`src/pkg/crsm_defines.vh`:
```
// Constants for the RUN/STOP mode controller
`ifndef CRSM_DEFINES_VH
`define CRSM_DEFINES_VH

`define CRSM_MODE_STOP   1'b0
`define CRSM_MODE_RUN    1'b1

`define CRSM_NTASK       8
`define CRSM_TIDX_W      3
`define CRSM_NOUT        16

`define CRSM_OP_W        3
`define CRSM_OP_MODTAB   3'h0
`define CRSM_OP_CFGINIT  3'h1
`define CRSM_OP_PROGDL   3'h2
`define CRSM_OP_PROGCHK  3'h3
`define CRSM_OP_FORCE    3'h4

`define CRSM_ST_W        2
`define CRSM_ST_IN       2'h0
`define CRSM_ST_EXEC     2'h1
`define CRSM_ST_OUT      2'h2
`define CRSM_ST_BOUND    2'h3

`endif

```
`src/hw/crsm_top.v`:
```
// RUN/STOP mode controller: scan sequencer, tool gating and memory policy
`timescale 1ns/1ps
`default_nettype none
`include "crsm_defines.vh"

// Operation
// - In STOP no part of the user program is started.
// - In STOP accept table and program downloads, config init, checking, forcing.
// - In RUN the user program is started every scan.
// - In RUN reject module-table downloads and configuration initialisation.
// - In STOP outputs go off unless the bit holds its last value.
// - In RUN outputs follow only the program's output image.
// - In STOP neither program memory area is written.
// - In STOP no loop task is launched.
// - In STOP no interrupt task is launched.
// - In RUN a loop task never yet run reports HALT.
// - In RUN a task runs when active or after the enable instruction.
// - In RUN a task is skipped when inactive or after the disable instruction.
// - In RUN an interrupt task runs when its condition is met.
// - STOP to RUN clears or keeps the non-latched area per configuration.
// - Latched area always kept; non-latched kept going RUN to STOP.
// - Inputs refresh before program execution, outputs after, in one loop.
module crsm_top
(
  input  wire                      clock,
  input  wire                      arst_n,
  input  wire                      run_request,
  input  wire                      clear_nonlatched_cfg,
  input  wire                      prog_exec_done,
  input  wire                      tool_op_valid,
  input  wire [`CRSM_OP_W-1:0]     tool_op_code,
  input  wire [`CRSM_NOUT-1:0]     force_on_mask,
  input  wire [`CRSM_NOUT-1:0]     force_off_mask,
  input  wire                      mem_wr_req,
  input  wire                      mem_wr_latched,
  input  wire [`CRSM_NTASK-1:0]    task_active_cfg,
  input  wire                      task_enable_instr,
  input  wire                      task_disable_instr,
  input  wire [`CRSM_TIDX_W-1:0]   task_idx,
  input  wire [`CRSM_NTASK-1:0]    int_cond,
  input  wire [`CRSM_NOUT-1:0]     prog_out_data,
  input  wire [`CRSM_NOUT-1:0]     hold_last_cfg,
  output wire                      run_mode,
  output wire                      in_refresh,
  output wire                      out_refresh,
  output reg                       prog_exec_start,
  output reg                       tool_op_accept,
  output reg                       tool_op_reject,
  output reg  [`CRSM_NOUT-1:0]     force_image,
  output wire                      nonlatched_wr_en,
  output wire                      latched_wr_en,
  output reg                       nonlatched_clear,
  output wire [`CRSM_NTASK-1:0]    loop_task_run,
  output wire [`CRSM_NTASK-1:0]    int_task_run,
  output wire [`CRSM_NTASK-1:0]    task_halted,
  output wire [`CRSM_NOUT-1:0]     ext_out
);

  reg                      mode_reg;
  reg  [`CRSM_ST_W-1:0]    state_reg;
  reg  [`CRSM_ST_W-1:0]    state_next;
  reg                      exec_busy_reg;
  reg                      enter_run_reg;
  wire                     scan_start;
  wire                     op_ok;

  assign run_mode    = mode_reg;
  // Input refresh leads, output refresh trails the pass
  assign in_refresh  = (state_reg == `CRSM_ST_IN);
  assign out_refresh = (state_reg == `CRSM_ST_OUT);
  assign scan_start  = in_refresh;

  // Memory writes only while the program is executing in RUN
  assign nonlatched_wr_en = mode_reg && exec_busy_reg && mem_wr_req && !mem_wr_latched;
  assign latched_wr_en    = mode_reg && exec_busy_reg && mem_wr_req && mem_wr_latched;

  // Scan sequencer; STOP still refreshes I/O but skips execution
  always @*
  begin
    state_next = state_reg;
    case (state_reg)
      `CRSM_ST_IN:
        state_next = `CRSM_ST_EXEC;
      `CRSM_ST_EXEC:
      begin
        if (!mode_reg)
          state_next = `CRSM_ST_OUT;
        else if (exec_busy_reg && prog_exec_done)
          state_next = `CRSM_ST_OUT;
      end
      `CRSM_ST_OUT:
        state_next = `CRSM_ST_BOUND;
      `CRSM_ST_BOUND:
        state_next = `CRSM_ST_IN;
      default:
        state_next = `CRSM_ST_IN;
    endcase
  end

  always @(posedge clock or negedge arst_n)
  begin
    if (!arst_n)
    begin
      state_reg        <= `CRSM_ST_IN;
      mode_reg         <= `CRSM_MODE_STOP;
      exec_busy_reg    <= 1'b0;
      prog_exec_start  <= 1'b0;
      enter_run_reg    <= 1'b0;
      nonlatched_clear <= 1'b0;
    end
    else
    begin
      state_reg        <= state_next;
      prog_exec_start  <= 1'b0;
      enter_run_reg    <= 1'b0;
      nonlatched_clear <= 1'b0;
      // Start pulse issued once per pass, RUN only
      if (state_reg == `CRSM_ST_EXEC && mode_reg && !exec_busy_reg)
      begin
        prog_exec_start <= 1'b1;
        exec_busy_reg   <= 1'b1;
      end
      else if (exec_busy_reg && prog_exec_done)
        exec_busy_reg <= 1'b0;
      // Mode moves only between loops so a pass never sees it change
      if (state_reg == `CRSM_ST_BOUND && mode_reg != run_request)
      begin
        mode_reg <= run_request;
        if (run_request)
        begin
          enter_run_reg    <= 1'b1;
          nonlatched_clear <= clear_nonlatched_cfg;
        end
      end
    end
  end

  // Tool operations: configuration-changing ones are STOP-only
  assign op_ok = !mode_reg ||
                 (tool_op_code == `CRSM_OP_PROGDL) ||
                 (tool_op_code == `CRSM_OP_PROGCHK) ||
                 (tool_op_code == `CRSM_OP_FORCE);

  always @(posedge clock or negedge arst_n)
  begin
    if (!arst_n)
    begin
      tool_op_accept <= 1'b0;
      tool_op_reject <= 1'b0;
      force_image    <= {`CRSM_NOUT{1'b0}};
    end
    else
    begin
      tool_op_accept <= 1'b0;
      tool_op_reject <= 1'b0;
      if (tool_op_valid)
      begin
        if (tool_op_code > `CRSM_OP_FORCE)
          tool_op_reject <= 1'b1;
        else if (mode_reg && !op_ok)
          tool_op_reject <= 1'b1;
        else
        begin
          tool_op_accept <= 1'b1;
          if (tool_op_code == `CRSM_OP_FORCE)
            force_image <= (force_image | force_on_mask) & ~force_off_mask;
        end
      end
    end
  end

  crsm_task_sched u_sched
  (
    .clock              (clock),
    .arst_n             (arst_n),
    .run_mode           (mode_reg),
    .enter_run          (enter_run_reg),
    .scan_start         (scan_start),
    .task_active_cfg    (task_active_cfg),
    .task_enable_instr  (task_enable_instr),
    .task_disable_instr (task_disable_instr),
    .task_idx           (task_idx),
    .int_cond           (int_cond),
    .loop_task_run      (loop_task_run),
    .int_task_run       (int_task_run),
    .task_halted        (task_halted)
  );

  crsm_out_gate u_out
  (
    .clock         (clock),
    .arst_n        (arst_n),
    .run_mode      (mode_reg),
    .out_refresh   (out_refresh),
    .prog_out_data (prog_out_data),
    .hold_last_cfg (hold_last_cfg),
    .ext_out       (ext_out)
  );

endmodule

`default_nettype wire

```
`src/hw/crsm_task_sched.v`:
```
// Loop and interrupt task scheduler for the mode controller
`timescale 1ns/1ps
`default_nettype none
`include "crsm_defines.vh"

module crsm_task_sched
(
  input  wire                      clock,
  input  wire                      arst_n,
  input  wire                      run_mode,
  input  wire                      enter_run,
  input  wire                      scan_start,
  input  wire [`CRSM_NTASK-1:0]    task_active_cfg,
  input  wire                      task_enable_instr,
  input  wire                      task_disable_instr,
  input  wire [`CRSM_TIDX_W-1:0]   task_idx,
  input  wire [`CRSM_NTASK-1:0]    int_cond,
  output reg  [`CRSM_NTASK-1:0]    loop_task_run,
  output reg  [`CRSM_NTASK-1:0]    int_task_run,
  output wire [`CRSM_NTASK-1:0]    task_halted
);

  reg [`CRSM_NTASK-1:0] enabled_reg;
  reg [`CRSM_NTASK-1:0] ran_reg;

  // Never-run tasks report HALT; the entry cycle forces all, ran_reg still stale there
  assign task_halted = ~ran_reg | {`CRSM_NTASK{enter_run}};

  genvar g;
  generate
    for (g = 0; g < `CRSM_NTASK; g = g + 1)
    begin : g_task
      wire launch;
      // First pass after entry uses the new active set, not the old enables
      assign launch = run_mode && scan_start && (enter_run ? task_active_cfg[g] : enabled_reg[g]);
      always @(posedge clock or negedge arst_n)
      begin
        if (!arst_n)
        begin
          enabled_reg[g]   <= 1'b0;
          ran_reg[g]       <= 1'b0;
          loop_task_run[g] <= 1'b0;
          int_task_run[g]  <= 1'b0;
        end
        else
        begin
          if (enter_run)
          begin
            enabled_reg[g] <= task_active_cfg[g];
            ran_reg[g]     <= 1'b0;
          end
          else if (run_mode && task_enable_instr && task_idx == g)
            enabled_reg[g] <= 1'b1;
          else if (run_mode && task_disable_instr && task_idx == g)
            enabled_reg[g] <= 1'b0;
          // Gated on mode so nothing launches in STOP
          loop_task_run[g] <= launch;
          int_task_run[g]  <= run_mode && int_cond[g];
          if (launch)
            ran_reg[g] <= 1'b1;
        end
      end
    end
  endgenerate

endmodule

`default_nettype wire

```
`src/hw/crsm_out_gate.v`:
```
// External output image with STOP-mode off and hold-last behaviour
`timescale 1ns/1ps
`default_nettype none
`include "crsm_defines.vh"

module crsm_out_gate
(
  input  wire                      clock,
  input  wire                      arst_n,
  input  wire                      run_mode,
  input  wire                      out_refresh,
  input  wire [`CRSM_NOUT-1:0]     prog_out_data,
  input  wire [`CRSM_NOUT-1:0]     hold_last_cfg,
  output reg  [`CRSM_NOUT-1:0]     ext_out
);

  genvar g;
  generate
    for (g = 0; g < `CRSM_NOUT; g = g + 1)
    begin : g_out
      always @(posedge clock or negedge arst_n)
      begin
        if (!arst_n)
          ext_out[g] <= 1'b0;
        else if (out_refresh)
        begin
          if (run_mode)
            ext_out[g] <= prog_out_data[g];
          else if (!hold_last_cfg[g])
            ext_out[g] <= 1'b0;
        end
      end
    end
  endgenerate

endmodule

`default_nettype wire

```
`config.mk`:
```
export PLATFORM = sky130hd
export DESIGN_NAME = crsm_top
export DESIGN_NICKNAME = d
export VERILOG_FILES = /design/src/hw/crsm_top.v /design/src/hw/crsm_task_sched.v /design/src/hw/crsm_out_gate.v
export VERILOG_INCLUDE_DIRS = /design/src /design/src/pkg
export SDC_FILE = /design/constraint.sdc
export NUM_CORES = 1
export LEC_CHECK = 0
export ABC_AREA = 1
export BUFFER_PORTS_ARGS = -buffer_cell sky130_fd_sc_hd__buf_2
export CAP_MARGIN = 20
export CORE_ASPECT_RATIO = 2
export CORE_MARGIN = 4
export CORE_UTILIZATION = 25
export DETAILED_ROUTE_END_ITERATION = 7
export PLACE_DENSITY = 0.54
export RECOVER_POWER = 25
export SLEW_MARGIN = 20
export SYNTH_ARGS = -nofsm -noshare
export SYNTH_HDL_FRONTEND = slang
export SYNTH_HIERARCHICAL = 1
export SYNTH_SLANG_ARGS = --single-unit
```
`constraint.sdc`:
```
create_clock -name clock -period 2.8 [get_ports clock]
set_input_delay 0.42 -clock clock [delete_from_list [all_inputs] [get_ports clock]]
set_output_delay 0.42 -clock clock [all_outputs]
set_load 0.005 [all_outputs]
```
Yosys cells after proc, flatten, opt, wreduce, memory -nomap -nowiden
Cells that the tools add are included.

Flip-flop bits (word level): 73. Latch bits: 0. RAM bits: 0. Bits in read-only memories: 0. Input bits: 96. Logic and storage cells: 272. Memories: 0.

$add $sub $neg: 0. Multipliers: 0. Div/mod/pow operators: 0. Magnitude comparators: 1. Equality and inequality tests: 31. Shifts and indexed selects: 0. Muxes and demuxes: 89. Bitwise operators: 7. Reductions and logical operators: 87.

Operators with widths (number): two-way mux 1 bit (86); logical AND 1 bit (44); != test 2 x 1 -> 1 bit, second input constant (16); AND reduction 2 bit (16); nonzero test 3 bit (8); nonzero test 2 bit (9); bitwise AND 16 bit (1); NOT 16 bit (1); bitwise OR 16 bit (1); == test 3 bit, second input constant (5); == test 3 x 2 -> 1 bit, second input constant (4); NOT 8 bit (1); bitwise OR 8 bit (1); one-hot mux 2 bit (4 select lines) (1); == test 2 bit, second input constant (2); logical NOT 1 bit (4); two-way mux 2 bit (2); AND reduction 4 bit (1); == test 3 x 1 -> 1 bit, second input constant (1); > comparator 3 bit, second input constant (1); logical NOT 3 bit (1); logical OR 1 bit (3); != test 3 bit, second input constant (1); == test 2 x 1 -> 1 bit, second input constant (1); other kinds (3) (4).

Depth between registers and ports, before layout
Depth in word-level cells: 9. Mapped depth: 8.

Modules after synthesis
Netlist, hierarchy kept.

By module, submodules not included: crsm_task_sched (instances 1, cells an instance 166, area an instance 1391.3 um^2, seq. area each 800.8 um^2); crsm_top (instances 1, cells an instance 148, area an instance 1234.9 um^2, seq. area each 625.6 um^2); crsm_out_gate (instances 1, cells an instance 103, area an instance 777.0 um^2, seq. area each 400.4 um^2).

Worst setup path after synthesis
OpenSTA, ideal clock, no wires.

Kind: register to register. From: reg state_reg[0]. To: reg u_out.ext_out[0]. Arrival: 1.189 ns. Data required time: 2.683 ns. Path slack: 1.494 ns. Stages on the path, launching flop included: 8. Buffers on the path: 2. Cell sequence: dfrtp_1 -> inv_1 -> ha_1 -> buf_6 -> nand2_4 -> buf_4 -> nand3_1 -> nand2_1.

Word-level cells in the longest chain between the ends: 2.

RTL lines: start: declaration (RTL line crsm_top.v:60) `` reg [`CRSM_ST_W-1:0] state_reg; ``; start signal: assignment (RTL line crsm_top.v:104) `` state_reg <= `CRSM_ST_IN; ``; start signal: assignment (RTL line crsm_top.v:113) `state_reg <= state_next;`; == test 2 bit; via out_refresh (RTL line crsm_top.v:45) `output wire out_refresh,`; AND reduction 2 bit (no source line); end signal: indexed assignment (RTL line crsm_out_gate.v:28) `ext_out[g] <= prog_out_data[g];`; end: declaration (RTL line crsm_out_gate.v:14) `` output reg [`CRSM_NOUT-1:0] ext_out ``.

The timed path passes the listed nets, and every way through them passes these cells. A chain may end at the register's enable or synchronous reset.

Worst setup path after layout
From: reg enter_run_reg. To: out task_halted[3].

Word-level cells in the longest chain between the ends: 1.

RTL lines: start: declaration (RTL line crsm_top.v:63) `reg enter_run_reg;`; start signal: assignment (RTL line crsm_top.v:108) `enter_run_reg <= 1'b0;`; start signal: assignment (RTL line crsm_top.v:115) `enter_run_reg <= 1'b0;`; start signal: assignment (RTL line crsm_top.v:131) `enter_run_reg <= 1'b1;`; bitwise OR 8 bit (RTL line crsm_task_sched.v:27) `` assign task_halted = ~ran_reg | {`CRSM_NTASK{enter_run}}; ``; end: declaration (RTL line crsm_top.v:55) `` output wire [`CRSM_NTASK-1:0] task_halted, ``.

No other way between the ends.

==> key figures <==
Yosys
  • Post-Syn Instances: 417
  • Syn Nets: 517
  • Post-synthesis sequential area ratio: 0.5368
  • Mapped cell area: 3403 um^2
  • Synth Warn #: 6
  • Library cells used by synthesis: 24
  • Average size of a mapped cell: 8.161 um^2
  • Synth Register Bits: 73

Cells and area
  • Final Util: 0.3454
  • FILL cells: roughly 1400
  • Nets: 679
  • Area of the multi-input gates: between 1000 and 1500 um^2
  • Most frequent cells in the layout: nand2_1, buf_2, dfrtp_1
  • Most common cell after layout, fill and taps aside: nand2_1
  • Biggest regs: force_image (16), u_out/ext_out (16)
  • Sequential cell area: 1827 um^2
  • Post-synthesis to final-layout area growth: 36.40%
  • Layout cells sized above 1: 0.3510

Drt
  • Detailed Routing Iterations Pass 1: 6
  • Iter 0 DRT Violations: between 100 and 150
  • Post-DR wirelength/cell: 13.78 um
  • Routed vias: 3201
  • Post-DRT Antenna Nets: 0
  • Drt drc: 0
  • Via density: 4.326
  • Final wirelength: ~10 mm

Place
  • Buffers added on ports: 160
  • Gpl congestion: ~0.85
  • Dpl hpwl: 8.070 mm

Setup path
  • Critical Path Start Type: flop
  • Crit path buf inv count: 2
  • Crit-path leading delay family: flip-flops
  • CP endpoint kind: output port
  • Worst stage delay on the critical path: 540 ps
  • Setup CP Type: reg2out
  • Max stage delay cell, worst path: dfrtp_1
  • Worst-path maximum fanout: 16
  • Critical-path cell list: inv_2 -> nand2_1 -> buf_2
  • R2R Setup Slk: 1220 ps
  • Critical Path AT: 1510 ps
  • Req. time, crit path: 2380 ps

Timing
  • Final Skew: 7.329 ps
  • Worst Max-Slew Pin Slew: 1902 ps
  • Total negative slack: 0 ps
  • Worst hold slack: 282.3 ps
  • Unrepaired setup endpoints after global routing: no
  • Post-layout min period: 1926 ps
  • Finish-stage setup viols: 0
  • Final Hold Fails: 0
  • Max Fclk: roughly 0.52 GHz
  • Relative slew slack: -0.2679
  • Tcrit/Tclk final: 0.6879
  • Max Slew Vio Count: between 70 and 80

Die
  • Full die area: 15660 um^2
  • Initial Util: 0.2533
  • I/O pins: 161
  • Placeable Area: between 10000 and 15000 um^2
  • Die width: 90.50 um
  • # rows: 60
  • Die Ht: 173 um

Pwr
  • Worst IR drop on VDD: about 0.28 mV
  • Leak: around 0.0029 uW
  • Power Total: ~4200 uW
  • Power density over cell area: 913.4 nW/um^2

GRT
  • Vias in the first global route: 3360
  • Global-route wire length before repair: approximately 17 mm
  • Grt total ovfl: 0
  • All-Layer GR Usage: 0.1345
  • Largest net degree at the start of global routing: 74
  • Initial antenna violation count: 1

Outcome
  • Status: finished with violations
  • Failing checks: capacitance limit, slew limit

Clocking
  • Hold Buf Count CTS: 0
  • Root Driver: clkbuf_16
  • H-tree levels: 3
  • CTS Sinks: 73
  • Clock Latency Late Sink: 330 ps
  • Clock-pin slew on the worst setup and hold paths: about 60 ps
  • CTS tree: built
  • Cts bufs inserted: 9
  • Setup bufs post-CTS: 0
  • CTS Buffer Depth: 2
  • CTS resizes: 0

Worst hold path
  • Hold WC Path Type: in2reg

Job
  • Max-capacitance violation count: 1
cell type report:
type,instances,area share
tap,155,0.04178
inverter,56,0.04582
timing repair buffer,162,0.1757
antenna,1,0.0005391
multi-input combinational,277,0.2714
clock buffer,10,0.05148
sequential,73,0.3935
clock inverter,6,0.01968
layer usage:
metal / global-route usage / up-vias / routed length, um
met2: 0.2451 / 120 / 5576
met5: 0 / - / 0
met4: 0.07353 / 0 / 426
met1: 0.1408 / 1459 / 3663
li1: - / 1591 / -
met3: 0.02873 / 31 / 531
worst paths after layout:
check                                   start                       to  cells after the start
setup / recovery                enter_run_reg           task_halted[3]                      3
hold / removal                    int_cond[6]  u_sched/int_task_run[6]                      3
setup reg to reg                 state_reg[0]         u_out/ext_out[8]                      7
hold reg to reg            u_sched/ran_reg[2]       u_sched/ran_reg[2]                      2
max in group asynchronous              arst_n           tool_op_accept                      1
min in group asynchronous              arst_n  u_sched/int_task_run[7]                      1
worst min-delay path, delay by kind of cell:
family / cells / cell delay [ps]
buf+inv: 2 / 110
simple gates: 1 / 40
synthesized netlist by cell type:
library cell,count,area share
buf_2,2,0.0029
nor2_2,11,0.020
o21bai_2,1,0.0033
o21ai_2,1,0.0026
buf_4,2,0.0044
nand3_1,45,0.066
nor2_1,35,0.039
o21ai_1,4,0.0059
nand2_4,2,0.0066
buf_6,7,0.023
inv_2,7,0.0077
inv_1,48,0.053
nand4_1,1,0.0018
a21boi_0,1,0.0022
nand3_4,1,0.0051
inv_4,1,0.0018
o21bai_1,3,0.0066
nor2_4,2,0.0066
ha_1,4,0.015
a21oi_1,2,0.0029
nand2_1,162,0.18
dfrtp_1,73,0.54
nand4_4,1,0.0062
nand2_2,1,0.0018
cell families after synthesis:
logic type,count (synthesis),share of synthesized area
buffers and inverters,67,0.09302
and+or+nand+nor,261,0.3320
adders and majority gates,4,0.01471
DFF,73,0.5368
AOI/OAI and AO/OA,12,0.02353
report_power, final:
part | internal [uW] | leakage [uW] | switching [uW]
logic | 563 | 0.00176 | 801
clock network | 806 | 0.000151 | 451
registers | 1410 | 0.000945 | 206
through the flow:
step / cell area [um^2] / worst slack, ps / instances
floorplan: 3403 / 1494 / 417
global placement: 4312 / 1198 / 723
detailed placement: 4312 / 1185 / 723
CTS: 4642 / 822.2 / 739
global route: 4642 / 666.6 / 740
finish: 4642 / 874.0 / 740
No activity file was read; power rests on OpenSTA's default activity.
